===== src/gptc_consts.svh =====
// Purpose: constants for the core timer control block of the first timer block
// Assumes: 40 MHz module clock, Avalon-MM register access, 32-bit words
// Notes:   register offsets are byte addresses of aligned words
// Overview of operation
// - three 16-bit up/down counters, software read/write
// - one core, two auxiliary timers, four modes
// - finest count tick is module clock/4
// - module count clock comes from bus clock
// - cpu count write beats count/reload/capture
// - core counts only while run bit set
// - gated mode needs run and active gate
// - remote run bit lets core run drive aux
// - gate/count pin gates or counts per mode
// - direction from software bit when ext off, outside encoder modes
// - ext pin sets direction, software bit inverts
// - direction change works running or stopped
// - core over/underflow toggles latch and shadow
// - shadow lags one cycle, mismatch triggers aux
// - software latch write sets both, no trigger
// - output pin shows latch or idles high
// - trigger counts aux or reloads core
// - aux concatenates, captures or reloads core
// - interrupts handled outside, single shared node
// - mode codes 000 timer 001 counter 01x gated 11x encoder
// - code 010 gate low, 011 gate high
`ifndef GPTC_CONSTS_SVH
`define GPTC_CONSTS_SVH
`define GPTC_OFS_CORE_CTRL  4'h0
`define GPTC_OFS_AUX_A_CTRL 4'h4
`define GPTC_OFS_AUX_B_CTRL 4'h8
`define GPTC_OFS_CORE_CNT   4'hC
`define GPTC_IDX_CORE       2'h1
`define GPTC_IDX_AUX_A      2'h0
`define GPTC_IDX_AUX_B      2'h2
`define GPTC_PRESCALE       2'h3
`define GPTC_CNT_MAX        16'hFFFF
`define GPTC_CNT_ZERO       16'h0000
`define GPTC_CTRL_RESET     12'h000
`endif


===== src/gptc_pkg.sv =====
// Purpose: types shared by the timer control block
// Assumes: gptc_consts.svh constants
// Notes:   control word is 12 bits, low bits of a bus word
`default_nettype none
package gptc_pkg;
  typedef enum logic [2:0] {
    GPTC_TIMER     = 3'b000,
    GPTC_COUNTER   = 3'b001,
    GPTC_GATE_LOW  = 3'b010,
    GPTC_GATE_HIGH = 3'b011,
    GPTC_RSV4      = 3'b100,
    GPTC_RSV5      = 3'b101,
    GPTC_ENC_ROT   = 3'b110,
    GPTC_ENC_EDGE  = 3'b111
  } gptc_mode_type;
  // aux function select: 00 own modes, 01 concat, 10 reload, 11 capture
  typedef struct packed {
    logic [1:0]    aux_func;
    logic          remote_run;
    logic          toggle_oe;
    logic          toggle_latch;
    logic          ext_dir_en;
    logic          sw_dir;
    logic          run;
    logic [1:0]    edge_sel;
    logic          rsv;
    logic          mode_msb;
  } gptc_ctrl_type;
  typedef struct packed {
    logic gate_count;
    logic ext_updown;
  } gptc_pins_type;
endpackage : gptc_pkg
`default_nettype wire


===== src/gptc_counter.sv =====
// Purpose: one 16-bit up/down counter with a priority cpu load port
// Assumes: step, dir and load from same clock domain
// Notes:   load beats any step in the same cycle
`default_nettype none
module gptc_counter #(
  parameter int WIDTH = 16
) (
  // clock and reset
  input  wire logic             clk_sys,
  input  wire logic             rst_n,
  // control
  input  wire logic             load,
  input  wire logic [WIDTH-1:0] load_val,
  input  wire logic             step,
  input  wire logic             dir_down,
  // state
  output logic      [WIDTH-1:0] count_q,
  output logic                  wrap
);
  // wrap marks the step that passes max or zero
  assign wrap = step && !load &&
                (dir_down ? (count_q == '0) : (count_q == '1));
  // count register, a load always wins
  always_ff @(posedge clk_sys or negedge rst_n) begin
    if (!rst_n) begin
      count_q <= '0;
    end else if (load) begin
      count_q <= load_val;
    end else if (step) begin
      count_q <= dir_down ? count_q - 1'b1 : count_q + 1'b1;
    end
  end
endmodule // gptc_counter
`default_nettype wire


===== src/gptc_core.sv =====
// Purpose: core timer plus two aux timers, run, direction and toggle latch
// Assumes: avalon-mm slave, word aligned, 40 MHz clk_sys as module clock
// Notes:   pins pass two flip-flops; interrupts live outside this block
`include "gptc_consts.svh"
`default_nettype none
module gptc_core
  import gptc_pkg::*;
(
  // clock and reset
  input  wire logic                 clk_sys,
  input  wire logic                 reset_n,
  // avalon-mm slave
  input  wire logic [3:0]           avs_address,
  input  wire logic                 avs_read,
  input  wire logic                 avs_write,
  input  wire logic [31:0]          avs_writedata,
  input  wire logic [3:0]           avs_byteenable,
  output logic      [31:0]          avs_readdata,
  output logic                      avs_waitrequest,
  output logic      [1:0]           avs_response,
  // pins, index 0 aux a, 1 core, 2 aux b
  input  wire gptc_pkg::gptc_pins_type pins [3],
  output logic                      toggle_output_pin,
  output logic                      aux_a_trigger,
  output logic                      aux_b_trigger
);
  import gptc_pkg::*;

  logic                rst_q1, rst_n_q;
  logic [1:0]          pin_s1 [3];
  logic [1:0]          pin_s2 [3];
  logic [1:0]          pin_old_q [3];
  logic [1:0]          presc_q;
  logic                tick;
  gptc_ctrl_type       ctrl_q [3];
  logic [15:0]         aux_cnt [3];
  logic                load [3];
  logic [15:0]         load_val [3];
  logic                step [3];
  logic                dir_down [3];
  logic                wrap [3];
  logic                shadow_q;
  logic                trig;
  logic                rd_ack_q;
  logic                wr_hit;
  logic                ctrl_wr [3];
  logic                cnt_wr [3];
  logic                cnt_core_reload;
  logic [15:0]         reload_src;

  // reset release through two flops
  always_ff @(posedge clk_sys or negedge reset_n) begin
    if (!reset_n) begin
      rst_q1  <= 1'b0;
      rst_n_q <= 1'b0;
    end else begin
      rst_q1  <= 1'b1;
      rst_n_q <= rst_q1;
    end
  end

  // pin synchronisers: first stage read only by second stage
  always_ff @(posedge clk_sys or negedge rst_n_q) begin
    if (!rst_n_q) begin
      for (int i = 0; i < 3; i++) begin
        pin_s1[i]    <= 2'h0;
        pin_s2[i]    <= 2'h0;
        pin_old_q[i] <= 2'h0;
      end
    end else begin
      for (int i = 0; i < 3; i++) begin
        pin_s1[i]    <= {pins[i].gate_count, pins[i].ext_updown};
        pin_s2[i]    <= pin_s1[i];
        pin_old_q[i] <= pin_s2[i];
      end
    end
  end

  // module count tick every fourth clock, the finest resolution
  always_ff @(posedge clk_sys or negedge rst_n_q) begin
    if (!rst_n_q) begin
      presc_q <= 2'h0;
    end else begin
      presc_q <= presc_q + 2'h1;
    end
  end
  assign tick = (presc_q == `GPTC_PRESCALE);

  // register index of a word address, used for control and count
  function automatic logic [1:0] reg_idx(input logic [3:0] a);
    case (a)
      `GPTC_OFS_AUX_A_CTRL: reg_idx = `GPTC_IDX_AUX_A;
      `GPTC_OFS_AUX_B_CTRL: reg_idx = `GPTC_IDX_AUX_B;
      default:              reg_idx = `GPTC_IDX_CORE;
    endcase
  endfunction

  // count windows sit at offset 0x10 upward would exceed 4 bits,
  // so counts share the upper half-word of each control word
  assign wr_hit = avs_write && (avs_address[1:0] == 2'h0) && (avs_address != `GPTC_OFS_CORE_CNT);

  // write strobes: low bytes hit control, high bytes hit count
  generate
    for (genvar g = 0; g < 3; g++) begin : g_wr
      assign ctrl_wr[g] = wr_hit && (reg_idx(avs_address) == 2'(g)) &&
                          avs_byteenable[1];
      assign cnt_wr[g]  = wr_hit && (reg_idx(avs_address) == 2'(g)) &&
                          (avs_byteenable[3:2] == 2'h3);
    end
  endgenerate

  // writes finish at once; reads take one wait cycle for registered data
  assign avs_waitrequest = avs_read && !rd_ack_q;
  always_ff @(posedge clk_sys or negedge rst_n_q) begin
    if (!rst_n_q) begin
      rd_ack_q     <= 1'b0;
      avs_readdata <= 32'h0000_0000;
      avs_response <= 2'h0;
    end else begin
      rd_ack_q <= avs_read && !rd_ack_q;
      if (avs_read && !rd_ack_q) begin
        if (avs_address[1:0] != 2'h0 || avs_address == `GPTC_OFS_CORE_CNT) begin
          avs_readdata <= 32'h0000_0000;
          avs_response <= 2'h2; // unmapped: slave error
        end else begin
          avs_readdata <= {aux_cnt[reg_idx(avs_address)], 4'h0,
                           ctrl_q[reg_idx(avs_address)]};
          avs_response <= 2'h0;
        end
      end
    end
  end

  // control registers; hardware toggles the core latch on wrap
  always_ff @(posedge clk_sys or negedge rst_n_q) begin
    if (!rst_n_q) begin
      for (int i = 0; i < 3; i++) begin
        ctrl_q[i] <= `GPTC_CTRL_RESET;
      end
    end else begin
      for (int i = 0; i < 3; i++) begin
        if (ctrl_wr[i]) begin
          ctrl_q[i] <= avs_writedata[11:0];
        end
      end
      if (ctrl_wr[1]) begin
        ctrl_q[1].toggle_latch <= avs_writedata[7];
      end else if (wrap[1]) begin
        ctrl_q[1].toggle_latch <= !ctrl_q[1].toggle_latch;
      end
    end
  end

  // shadow latch lags one cycle; a software write moves both together
  always_ff @(posedge clk_sys or negedge rst_n_q) begin
    if (!rst_n_q) begin
      shadow_q <= 1'b0;
    end else if (ctrl_wr[1]) begin
      shadow_q <= avs_writedata[7];
    end else begin
      shadow_q <= ctrl_q[1].toggle_latch;
    end
  end
  assign trig = (shadow_q != ctrl_q[1].toggle_latch);

  // output pin shows latch, idles high when disabled
  assign toggle_output_pin = ctrl_q[1].toggle_oe ? ctrl_q[1].toggle_latch : 1'b1;

  // per-timer run, gate, event and direction logic
  generate
    for (genvar g = 0; g < 3; g++) begin : g_tmr
      gptc_mode_type mode;
      logic          run, gate_ok, pin_edge, enc_edge, enc_down, func_own;
      assign mode = gptc_mode_type'({ctrl_q[g].mode_msb, ctrl_q[g].edge_sel[1],
                                     ctrl_q[g].rsv});
      // aux run follows core run when remote run is set
      assign run  = (g != 1 && ctrl_q[g].remote_run) ? ctrl_q[1].run
                                                     : ctrl_q[g].run;
      assign gate_ok = (mode == GPTC_GATE_HIGH) ? pin_s2[g][1]
                                                : !pin_s2[g][1];
      assign pin_edge = (pin_s2[g][1] != pin_old_q[g][1]) &&
                        (ctrl_q[g].edge_sel[0] ? !pin_s2[g][1] : pin_s2[g][1]);
      // encoder: direction from the other input's level
      assign enc_edge = (pin_s2[g] != pin_old_q[g]);
      assign enc_down = (pin_s2[g][1] != pin_old_q[g][1]) ?
                        (pin_s2[g][1] == pin_s2[g][0]) :
                        (pin_s2[g][0] != pin_s2[g][1]);
      assign func_own = (g == 1) || (ctrl_q[g].aux_func == 2'h0);
      // direction: encoder or ext pin xor software bit, else software bit alone, running or not
      always_comb begin
        if (mode == GPTC_ENC_ROT || mode == GPTC_ENC_EDGE) begin
          dir_down[g] = enc_down ^ ctrl_q[g].sw_dir;
        end else if (ctrl_q[g].ext_dir_en) begin
          dir_down[g] = pin_s2[g][0] ^ ctrl_q[g].sw_dir;
        end else begin
          dir_down[g] = ctrl_q[g].sw_dir;
        end
      end
      // count event per mode
      always_comb begin
        step[g] = 1'b0;
        if (!func_own) begin
          step[g] = run && (ctrl_q[g].aux_func == 2'h1) && trig;
        end else begin
          case (mode)
            GPTC_TIMER:     step[g] = run && tick;
            GPTC_COUNTER:   step[g] = run && pin_edge;
            GPTC_GATE_LOW,
            GPTC_GATE_HIGH: step[g] = run && gate_ok && tick;
            GPTC_ENC_ROT,
            GPTC_ENC_EDGE:  step[g] = run && enc_edge;
            default:        step[g] = 1'b0;
          endcase
        end
      end
      // load: cpu write first, then reload or capture
      always_comb begin
        load[g]     = cnt_wr[g];
        load_val[g] = avs_writedata[31:16];
        if (!cnt_wr[g] && g != 1) begin
          if (ctrl_q[g].aux_func == 2'h3 && pin_edge) begin
            load[g]     = 1'b1;
            load_val[g] = aux_cnt[1];
          end
        end
      end
      gptc_counter #(.WIDTH(16)) u_cnt (
        .clk_sys  (clk_sys),
        .rst_n    (rst_n_q),
        .load     (load[g] || (g == 1 && cnt_core_reload)),
        .load_val ((g == 1 && !cnt_wr[1]) ? reload_src : load_val[g]),
        .step     (step[g]),
        .dir_down (dir_down[g]),
        .count_q  (aux_cnt[g]),
        .wrap     (wrap[g])
      );
    end
  endgenerate

  // core reload from an aux set to reload on a latch trigger
  assign cnt_core_reload = trig && !cnt_wr[1] &&
                           ((ctrl_q[0].aux_func == 2'h2) ||
                            (ctrl_q[2].aux_func == 2'h2));
  assign reload_src = (ctrl_q[0].aux_func == 2'h2) ? aux_cnt[0] : aux_cnt[2];

  // trigger lines to the aux timers; no interrupt flag is kept in here
  assign aux_a_trigger = trig;
  assign aux_b_trigger = trig;

  // toggle latch flips one clock after a wrap
  AST_WRAP_TOGGLE: assert property (@(posedge clk_sys) disable iff (!rst_n_q)
    wrap[1] && !ctrl_wr[1] |=> ctrl_q[1].toggle_latch != $past(ctrl_q[1].toggle_latch))
    else $error("latch did not toggle on wrap");
  AST_SHADOW_LAG: assert property (@(posedge clk_sys) disable iff (!rst_n_q)
    trig && !ctrl_wr[1] |=> !trig || wrap[1])
    else $error("shadow mismatch lasted");
  AST_SW_NO_TRIG: assert property (@(posedge clk_sys) disable iff (!rst_n_q)
    ctrl_wr[1] |=> !trig)
    else $error("software latch write made a trigger");
  AST_OUT_HIGH: assert property (@(posedge clk_sys) disable iff (!rst_n_q)
    !ctrl_q[1].toggle_oe |-> toggle_output_pin)
    else $error("output pin not high when disabled");
  AST_RUN_STOP: assert property (@(posedge clk_sys) disable iff (!rst_n_q)
    !ctrl_q[1].run && !cnt_wr[1] && !cnt_core_reload |=> $stable(aux_cnt[1]))
    else $error("core counted while stopped");
  AST_CPU_WINS: assert property (@(posedge clk_sys) disable iff (!rst_n_q)
    cnt_wr[1] |=> aux_cnt[1] == $past(avs_writedata[31:16]))
    else $error("cpu write lost");
  AST_TICK_RATE: assert property (@(posedge clk_sys) disable iff (!rst_n_q)
    tick |=> !tick [*3] ##1 tick)
    else $error("tick not every fourth clock");
  AST_UP_WRAP: assert property (@(posedge clk_sys) disable iff (!rst_n_q)
    step[1] && !dir_down[1] && aux_cnt[1] == `GPTC_CNT_MAX && !cnt_wr[1]
    && !cnt_core_reload |=> aux_cnt[1] == `GPTC_CNT_ZERO)
    else $error("overflow did not wrap to zero");
endmodule // gptc_core
`default_nettype wire


===== config.mk =====
export PLATFORM = sky130hd
export DESIGN_NAME = gptc_core
export DESIGN_NICKNAME = d
export VERILOG_FILES = /design/src/gptc_pkg.sv /design/src/gptc_counter.sv /design/src/gptc_core.sv
export VERILOG_INCLUDE_DIRS = /design/src
export SDC_FILE = /design/constraint.sdc
export NUM_CORES = 1
export LEC_CHECK = 0
export BUFFER_PORTS_ARGS = -buffer_cell sky130_fd_sc_hd__clkbuf_2
export CAP_MARGIN = 15
export CELL_PAD_IN_SITES_DETAIL_PLACEMENT = 0
export CELL_PAD_IN_SITES_GLOBAL_PLACEMENT = 1
export CORE_MARGIN = 3
export CORE_UTILIZATION = 45
export CTS_BUF_LIST = sky130_fd_sc_hd__clkbuf_4 sky130_fd_sc_hd__clkbuf_8 sky130_fd_sc_hd__clkbuf_16
export DETAILED_ROUTE_END_ITERATION = 7
export GPL_ROUTABILITY_DRIVEN = 0
export PLACE_DENSITY_LB_ADDON = 0.3
export SYNTH_ARGS = -nofsm -noshare
export SYNTH_HDL_FRONTEND = slang
export SYNTH_SLANG_ARGS = --single-unit

===== constraint.sdc =====
create_clock -name clk_sys -period 13.1 [get_ports clk_sys]
set_clock_uncertainty 0.2 [all_clocks]
set_input_delay 1.31 -clock clk_sys [delete_from_list [all_inputs] [get_ports clk_sys]]
set_output_delay 1.31 -clock clk_sys [all_outputs]
set_load 0.02 [all_outputs]

# == Yosys cells after proc, flatten, opt, wreduce, memory -nomap -nowiden ==
# Cells that the tools add are included.
# op_classes
bitwise_logic,7
reduce_logical,72
n_lt_le_gt_ge,1
muxes,57
add_sub_neg,7
n_eq_ne,43
# ops
op,count
16-bit two-way mux,17
"16-bit by 1-bit adder with 16-bit output, second input constant",3
"16-bit by 1-bit subtractor with 16-bit output, second input constant",3
1-bit logical AND,40
16-bit binary-select mux with 2-bit select,1
32-bit two-way mux,1
1-bit two-way mux,28
12-bit binary-select mux with 2-bit select,1
12-bit two-way mux,2
"3-bit by 2-bit == test with 1-bit output, second input constant",6
"3-bit == test, second input constant",6
"16-bit == test, second input constant",1
16-bit logical NOT,1
"2-bit == test, second input constant",7
1-bit case mux with 4 select lines,3
2-bit OR reduction,6
2-bit nonzero test,5
"3-bit by 1-bit == test with 1-bit output, second input constant",3
3-bit logical NOT,3
"4-bit == test, second input constant",2
2-bit logical NOT,4
1-bit logical NOT,7
1-bit inequality test,7
"2-bit by 1-bit == test with 1-bit output, second input constant",3
other kinds (11),27
# word_totals
out_inout_bits,38
word_cells,236
ff_bits,142

# == Depth between registers and ports, before layout ==
# Gate-level depths: netlist (run 1).
# logic_depth
word_depth,14
ltp_mapped,15

# == Cells and area by module ==
# From an unflattened synthesis (run 1), not the netlist that was laid out.
# unflattened
cells_unflattened,1003
hier_area_um2,9505.4
# by_module_without_submodules
mod,area_per_inst_um2,seq_area_each_um2,cells_each,instances
gptc_core,4986.0,2227.1,457,1
gptc_counter,1506.4,400.4,182,3

# == Worst setup path after synthesis (run 1) ==
# No wires, ideal clock.
# synth_path
path_type,register to register
startpoint,register ctrl_q[3] (netlist name)
endpoint,register g_tmr[2].u_cnt.count_q[14]
stages_incl_launch_ff,14
setup_slack_ns,9.337
setup_time_ns,0.122
arrival_ns,3.441
path_cell_list,dfrtp_1 > a21o_1 > nand3_1 > o21ai_1 > xor2_1 > ha_1 > nor2b_4 > o31a_1 > or4_4 > a41oi_2 > a21oi_1 > xor2_1 > o221ai_1 > nand2_1
# synth_between
elab_chain_len,7
# synth_lines
item,line_no,source
from (decl),gptc_core.sv:35,gptc_ctrl_type ctrl_q [3];
"from (signal, indexed assignment)",gptc_core.sv:138,ctrl_q[i] <= `GPTC_CTRL_RESET;
"from (signal, indexed assignment)",gptc_core.sv:143,ctrl_q[i] <= avs_writedata[11:0];
3-bit by 2-bit == test with 1-bit output,"gptc_core.sv:179, gptc_core.sv:205",
1-bit two-way mux,gptc_core.sv:179,assign gate_ok = (mode == GPTC_GATE_HIGH) ? pin_s2[g][1]
1-bit logical AND (2 in series),gptc_core.sv:209,GPTC_GATE_HIGH: step[g] = run && gate_ok && tick;
1-bit case mux with 4 select lines,gptc_core.sv:205,case (mode)
1-bit two-way mux,gptc_core.sv:202,if (!func_own) begin
2-bit nonzero test (no source line),--,
to (signal assigned),gptc_counter.sv:28,count_q <= load_val;
to (signal assigned),gptc_counter.sv:30,count_q <= dir_down ? count_q - 1'b1 : count_q + 1'b1;
to (decl),gptc_counter.sv:17,"output logic [WIDTH-1:0] count_q,"
# Parallel ways exist; a longest one is shown, timed or not. The select of a mux whose other input is x is not followed.
# A chain may end at the register's enable or synchronous reset.

# == Final worst setup path (run 1) ==
# layout_path
startpoint,input avs_address[1]
endpoint,register g_tmr[0].u_cnt.count_q[10]
# layout_between
elab_chain_len,7
# layout_lines
item,line_no,source
from (decl),gptc_core.sv:13,"input wire logic [3:0] avs_address,"
"4-bit == test, or another cell as far along",gptc_core.sv:91,case (a)
2-bit case mux with 2 select lines / 1-bit logical AND (equally long branches),"gptc_core.sv:91, gptc_core.sv:100",
2-bit logical NOT / 1-bit logical AND (equally long branches),"gptc_core.sv:107, gptc_core.sv:100",
1-bit logical AND (*) (2 in series),gptc_core.sv:107,assign cnt_wr[g] = wr_hit && (reg_idx(avs_address) == 2'(g)) &&
16-bit two-way mux / 1-bit two-way mux (equally long branches),gptc_core.sv:220,if (!cnt_wr[g] && g != 1) begin
16-bit two-way mux / 2-bit nonzero test (equally long branches),--,
to (signal assigned),gptc_counter.sv:28,
to (signal assigned),gptc_counter.sv:30,
to (decl),gptc_counter.sv:17,
# Mark *: on every way between the ends. The rest lies on a longest branch, timed or not.

==> metrics, run 1 <==
status=complete, no violations; Cells after Synth=approximately 1,000; Power per Cell Area=roughly 240 mW/mm2; drt drc=0; worst slew pin tran=~1.1 ns; Setup WS post-layout=9.336 ns; Multi-input gate area=0.005219 mm2; largest net degree at the start of global routing=70; pins over their slew limit=0; die area=around 0.022 mm2; H-tree levels=4; ANT cells=0; WHS=approximately 0.15 ns; crit path time final=3.764 ns; CP max FO=23; fraction of layout cells with a size suffix above 1=0.1422; reg2reg start=ctrl_q[15]; EDFF count, synth=0; Setup Buffers After CTS=0; Reg area=0.003432 mm2; insertion delay to the later sink of the worst-skew pair=0.43 ns; Post-Layout Inst Area=0.01019 mm2; HP Start=pin_s1[5]; Post-Place Cells=1,332; first-pass GRT wire length=41,920 um; Final period util=0.2873; Critical Path Source Type=input port; Synth Flop Type=dfrtp_1; Synth cell types=75; post-synthesis sequential area ratio=0.3841; DP HPWL=19,510 um; DR vias=7,802; CP arrival=slightly below 4 ns; initial antenna violation count=0; relative slew slack=0.2424; Worst Path Buf+Inv=3; final setup TNS=0 ns; setup violators final=0; port bufs=between 70 and 80; root buf cell=clkbuf_16; Fill cells=1,803; Mean Syn Cell Area=8.700 um2; endpoints failing hold=0; unrepaired setup endpoints after global routing=no; Async SR Flop Fraction=1.000; Die Y=146.8 um; synthesized area=around 0.0089 mm2; vias in the first global route=7,380; CP Data Required Time=13.20 ns; clock tree buffer depth=2; Num CTS Buffers=17; chip width=146.8 um; DRT Pass-1 Iters=5; DR vias/cell=about 5.7; slowest stage delay, CP=between 0.5 and 0.6 ns; hold_buf cts=0; # clock sinks=137; grt ovf=0; maximum clock frequency=approximately 270 MHz; Starting Density=0.4678; Worst Setup End Kind=flop; placed inst area=0.009557 mm2; FF+latch count, synth=137; number of I/O pins=88; final cell count without fillers=around 1,400; CP max-delay cell=nand2_1; row cnt=50; antenna viol nets, final=0; Clock transition at path regs=0.07 ns; post-CTS sizing=0; Peak VDD IR=between 0.1 and 0.15 mV; Max-Cap Viols=0; Avg WL per Cell=about 19 um; pre-CTS WS=slightly below 9 ns; cells along the critical path=clkbuf_2 -> nor3_1 -> and2_1 -> buf_4 -> nand2_1 -> nand2_1 -> nor2_1 -> buf_4 -> a222oi_1 -> o21ai_1; Pleak=4.654 nW; Layout Nets=around 1,200; final WL=approximately 26,000 um; total of warnings raised by yosys=0; worst setup path startpoint=avs_address[1]; Core Area=0.01908 mm2; Setup CP Type=in2reg; area grow syn2layout=14.14%; GRT Resource Usage Total=0.2460; CTS tree=done; HP Class=reg2reg; DRT iter0 DRCs=583; Crit path max-delay family=simple AND/OR/NAND/NOR gates
[cells by family (layout without fill, tap and decap cells)]
| group | count (synthesis) | in the layout | synth area share |
|---|---|---|---|
| AOI/OAI and AO/OA | 340 | 340 | 0.2330 |
| xor gates and xnor gates | 52 | 52 | 0.05186 |
| adders and majority gates | 52 | 52 | 0.07541 |
| buffers and inverters | 71 | 145 | 0.03392 |
| DFF | 137 | 137 | 0.3841 |
| muxes | 49 | 49 | 0.05985 |
| other | 2 | 6 | 0.0008414 |
| and+or+nand+nor | 323 | 323 | 0.1611 |
[path summary, 6_finish.rpt]
kind,endpoint,slack (ns),cells past startpoint
max,g_tmr[0].u_cnt.count_q[10],9.34,10
min,pin_s2[5],0.15,0
max reg2reg,g_tmr[1].u_cnt.count_q[15],9.40,14
min reg2reg,pin_s2[5],0.15,0
max in group asynchronous,ctrl_q[19],11.03,1
min in group asynchronous,ctrl_q[18],0.27,0
[sequential cells by signal, summed over array words and instances, names as in the netlist]
register and count:
rst_q1 1, avs_readdata 28, pin_s1 6, rd_ack_q 1, rst_n_q 1, ctrl_q 35
pin_old_q 6, shadow_q 1, pin_s2 6, avs_response 1, presc_q 2, g_tmr.run 1
g_tmr.u_cnt.count_q 48
[stage by stage]
stage	power [mW]	utilization
floorplan	1.631	-
global placement	1.920	0.5009
detailed placement	1.940	0.5009
CTS	2.449	0.5340
global route	2.649	0.5340
finish	2.449	0.5340
[cell usage after synthesis (all sizes together), types with 3 or more instances]
master	count	area, um2
a21o	19	142.6
and2	4	25.02
nand4	8	50.05
fa	3	60.06
buf	18	103.8
mux2i	14	140.1
and3	5	31.28
o31ai	4	30.03
inv	20	75.07
mux2	35	394.1
a22o	3	26.28
a31oi	13	81.33
o22ai	5	31.28
o21a	5	37.54
o211ai	13	97.59
xnor2	29	254.0
nand2	164	615.6
o21ai	111	555.5
a21oi	106	534.3
nor2	75	289.0
xor2	23	209.0
nor3	11	55.05
nand3	13	65.06
nor2b	9	63.81
nand2b	14	87.58
dfrtp	137	3428
a22oi	4	30.03
a221oi	4	35.03
nor4	4	25.02
or3	5	31.28
a211oi	18	140.1
o221ai	11	96.34
a211o	3	26.28
ha	49	613.1
clkbuf	33	123.9
[report_power, final]
part	switching (mW)	internal (mW)
Sequential	0.186	0.530
Combinational	0.690	0.548
Clock	0.234	0.261
Total	1.11	1.34
[final cells by class]
class | count | share of cell area
Tap cell | 260 | 0.03193
Sequential cell | 137 | 0.3369
Clock inverter | 15 | 0.02026
Clock buffer | 17 | 0.04175
Timing Repair Buffer | 93 | 0.04961
Multi-Input combinational cell | 822 | 0.5122
Inverter | 20 | 0.007368
[worst reg2reg max path, cell delays in order, from the launching register on]
cell and delay (ns):
dfrtp_1 0.45, and2_1 0.22, o211ai_1 0.15, o21ai_1 0.15, xor2_2 0.17, buf_4 0.23
ha_1 0.39, o211ai_1 0.13, o211ai_1 0.26, nand2_1 0.15, o32ai_2 0.36, a311oi_2 0.17
xnor2_1 0.18, nor3b_1 0.18, and3b_1 0.19
[layout by cell type (no fill, tap or decap), types with 16 or more instances in the layout]
master	instances
nand2_1	164
dfrtp_1	136
a21oi_1	105
clkbuf_2	77
nor2_1	72
o21ai_0	56
o21ai_1	55
ha_1	49
xnor2_1	29
xor2_1	22
mux2_1	20
inv_1	19
a21o_1	19
a211oi_1	17
clkbuf_16	17
buf_4	16
[routing by layer]
| layer | GRT usage | up-vias | wire [um] |
|---|---|---|---|
| met1 | 0.3576 | 3709 | 12520 |
| met3 | 0.03856 | 20 | 1416 |
| met2 | 0.3879 | 244 | 11830 |
| li1 | - | 3829 | - |
| met4 | 0.05833 | 0 | 350 |
| met5 | 0 | - | 0 |
Note: power is estimated with default switching activity, not from simulation.
==> run 2, diff against run 1 <==
--- a/config.mk
+++ b/config.mk
@@ -11,7 +11,7 @@
 export CELL_PAD_IN_SITES_DETAIL_PLACEMENT = 0
 export CELL_PAD_IN_SITES_GLOBAL_PLACEMENT = 1
 export CORE_MARGIN = 3
-export CORE_UTILIZATION = 45
+export CORE_UTILIZATION = 41
 export CTS_BUF_LIST = sky130_fd_sc_hd__clkbuf_4 sky130_fd_sc_hd__clkbuf_8 sky130_fd_sc_hd__clkbuf_16
 export DETAILED_ROUTE_END_ITERATION = 7
 export GPL_ROUTABILITY_DRIVEN = 0
==> constraint.sdc (replaced) <==
create_clock -name clk_sys -period 3.2 [get_ports clk_sys]
set_clock_uncertainty 0.2 [all_clocks]
set_input_delay 0.32 -clock clk_sys [delete_from_list [all_inputs] [get_ports clk_sys]]
set_output_delay 0.32 -clock clk_sys [all_outputs]
set_load 0.02 [all_outputs]
==> run 2 against run 1 <==
  * The flow now finishes with violations (negative setup slack)
  * Cell count increased by 8.7%
  * Clock power increased to 4.2 times the previous value
  * Largest cell class unchanged
  * Design area increased by 13%
==> metrics, run 2 (synthesis results as in run 1) <==
Setup WS post-layout=-0.1080 ns (was 9.336 ns); die area=0.02358 mm2 (was 0.02156 mm2); grt ovf=0 (unchanged); relative slew slack=0.5237 (was 0.2424); CP arrival=3.44 ns (was 3.86 ns); Power per Cell Area=995.0 mW/mm2 (was 240.4 mW/mm2); row cnt=53 (was 50); ANT cells=0 (unchanged); Peak VDD IR=0.4963 mV (was 0.1128 mV); DP HPWL=20,940 um (was 19,510 um); endpoints failing hold=0 (unchanged); number of I/O pins=88 (unchanged); largest reg by FF count=g_tmr.u_cnt.count_q (unchanged); CP max FO=8 (was 23); sw power=5.009 mW (was 1.110 mW); Worst Setup End Kind=flop (unchanged); # clock sinks=137 (unchanged); insertion delay to the later sink of the worst-skew pair=0.44 ns (was 0.43 ns); Die Y=153.6 um (was 146.8 um); cell mode on critical path=o211ai_1; Num CTS Buffers=17 (unchanged); top flop regs=g_tmr.u_cnt.count_q: 48 flops, ctrl_q: 35 flops, avs_readdata: 28 flops (unchanged); Avg WL per Cell=18.80 um (was 19.15 um); CTS tree=done (unchanged); Crit path max-delay family=compound AO/OA/AOI/OAI gates (was simple AND/OR/NAND/NOR gates); cells along the critical path=and2_4 -> o211ai_1 -> o21ai_2 -> xor2_4 -> buf_12 -> ha_4 -> o211ai_1 -> o211ai_1 -> nand2_2 -> o32ai_4 -> a311oi_2 -> xnor2_1 -> nor3b_1 -> and3b_1 (was clkbuf_2 -> nor3_1 -> and2_1 -> buf_4 -> nand2_1 -> nand2_1 -> nor2_1 -> buf_4 -> a222oi_1 -> o21ai_1); chip width=153.6 um (was 146.8 um); DRT iter0 DRCs=642 (was 583); initial antenna violation count=0 (unchanged); R2R setup slack=-0.11 ns (was 9.40 ns); worst r2r path cells=14 (unchanged); fraction of layout cells with a size suffix above 1=0.2368 (was 0.1422); Max-Cap Viols=0 (unchanged); port bufs=77 (unchanged); HP Start=avs_writedata[31] (was pin_s1[5]); unrepaired setup endpoints after global routing=yes (was no); area grow syn2layout=28.81% (was 14.14%); status=finished with violations (was complete, no violations); Clock transition at path regs=0.07 ns (about the same); crit path time final=3.308 ns; Core Area=0.02122 mm2 (was 0.01908 mm2); antenna viol nets, final=0 (unchanged); CP max-delay cell=dfrtp_1 (was nand2_1); Layout Nets=1,297 (was 1,193); H-tree levels=4 (unchanged); worst hold stages=3 (was 0); Worst Hold Path EP=g_tmr[2].u_cnt.count_q[15] (was pin_s2[5]); maximum clock frequency=about 300 MHz; Clock power frac=0.183 (was 0.202); CP Data Required Time=3.33 ns (was 13.20 ns); final WL=27,890 um (was 26,120 um); Starting Density=0.4206 (was 0.4678); Seq pwr share=0.251 (was 0.292); clock tree buffer depth=2 (unchanged); root buf cell=clkbuf_16 (unchanged); WHS=0.03174 ns (was 0.1498 ns); DR vias=8,304 (was 7,802); pre-CTS WS=-0.1586 ns (was 8.926 ns); most common cell after layout, fill and taps aside=nand2_1 (unchanged); Pleak=5.215 nW (was 4.654 nW); vias in the first global route=7,888 (was 7,380); GRT Resource Usage Total=0.2359 (was 0.2460); slowest stage delay, CP=0.41 ns (was 0.51 ns); setup violators final=1 (was 0); r2r endpoint=g_tmr[1].u_cnt.count_q[15] (unchanged); Net Sw Frac=0.4379 (was 0.4533); reg2reg start=ctrl_q[12] (was ctrl_q[15]); Gate power share=0.566 (was 0.505); HP Class=in2reg (was reg2reg); worst setup path startpoint=ctrl_q[12] (was avs_address[1]); Post-Layout Inst Area=0.01150 mm2 (was 0.01019 mm2); DRT Pass-1 Iters=5 (unchanged); Setup CP Type=reg2reg (was in2reg); first-pass GRT wire length=44,540 um (was 41,920 um); most frequent cells in the layout=nand2_1, dfrtp_1, a21oi_1, buf_4, clkbuf_2 (was nand2_1, dfrtp_1, a21oi_1, clkbuf_2, nor2_1); violated checks=negative setup slack; Final period util=1.034; Largest register FFs=48 (unchanged); Worst Path Buf+Inv=1 (was 3); largest net degree at the start of global routing=74 (was 70); Critical Path Source Type=flop (was input port); drt drc=0 (unchanged); Pint=6.430 mW (was 1.339 mW); DR vias/cell=5.599 (was 5.720); pins over their slew limit=0 (unchanged); Fill cells=1,994 (was 1,803); placed inst area=0.01021 mm2 (was 0.009557 mm2); worst slew pin tran=0.7127 ns (was 1.132 ns)
[run 2: cell types whose count changed in the layout (fill, tap and decap cells not counted), moves of 5 or more]
cell,previous run,this run
buf_4,16,88
dlygate4sd3_1,0,24
ha_1,49,37
ha_4,0,12
o21ai_2,0,8
a21oi_1,105,98
a21oi_2,1,8
o21ai_1,55,50
[run 2: worst max path at each step]
stage | slack (ns) | cells past startpoint | to
global route | -0.25 | 14 | g_tmr[1].u_cnt.count_q[15]
finish | -0.11 | 14 | g_tmr[1].u_cnt.count_q[15]
global placement | -0.12 | 13 | g_tmr[1].u_cnt.count_q[15]
detailed placement | -0.16 | 13 | g_tmr[1].u_cnt.count_q[15]
floorplan | -0.04 | 13 | g_tmr[2].u_cnt.count_q[14]
CTS | -0.18 | 13 | g_tmr[1].u_cnt.count_q[15]
[run 2: layer usage]
layer,track usage,up-vias,part of all wire
met5,0,-,0
met4,0.04878,0,0.013
met3,0.03265,27,0.059
met2,0.3720,242,0.46
met1,0.3487,3993,0.47
li1,-,4042,-
[run 2: worst register-to-register path, delay by kind of cell (launching register included)]
family                   cells  cell delay [ns]
AND/OR/NAND/NOR              4             0.68
buffers and inverters        1             0.16
adder cells (fa/ha/maj)      1             0.28
AO/OA/AOI/OAI                6             1.13
XOR/XNOR                     2             0.34
flip-flops                   1             0.41
[run 2: stage by stage]
stage / std cells / utilization / TNS [ns] / power [mW]
after floorplan: 1030 / - / -0.07713 / 6.728
after global placement: 1418 / 0.4813 / -0.3281 / 8.511
after detailed placement: 1418 / 0.4813 / -0.5327 / 8.609
after CTS: 1478 / 0.5261 / -0.7800 / 10.89
after global routing: 1483 / 0.5418 / -0.9822 / 12.35
final: 1483 / 0.5418 / -0.1080 / 11.44
[run 2: area by class of cell]
cell class                      instances  area [um2]  area share
Clock inverter                         15       205.2     0.01785
Sequential cell                       137        3432      0.2985
Clock buffer                           17       425.4     0.03700
Inverter                               20       75.07    0.006530
Tap cell                              275       344.1     0.02993
Multi-Input combinational cell        822        5600      0.4871
Timing Repair Buffer                  197        1415      0.1231
[run 2: power groups by stage]
| stage | registers (mW) | logic (mW) | clock network (mW) |
|---|---|---|---|
| 2_1_floorplan | 2.67 | 4.06 | 0 |
| 6_report | 2.87 | 6.48 | 2.09 |
| 5_1_grt | 2.94 | 7.20 | 2.21 |
| 3_5_place_dp | 2.84 | 5.76 | 0 |
| 3_3_place_gp | 2.84 | 5.67 | 0 |
| 4_1_cts | 2.82 | 5.96 | 2.12 |
[run 2: what timing repair did]
action / CTS / global route
gates resized for setup: 9 / 50
hold buffers: 24 / 0
endpoints found under the setup margin: 13 / 21
setup buffers: 5 / 6
endpoints found under the hold margin: 52 / 0
pin swaps: 8 / 26
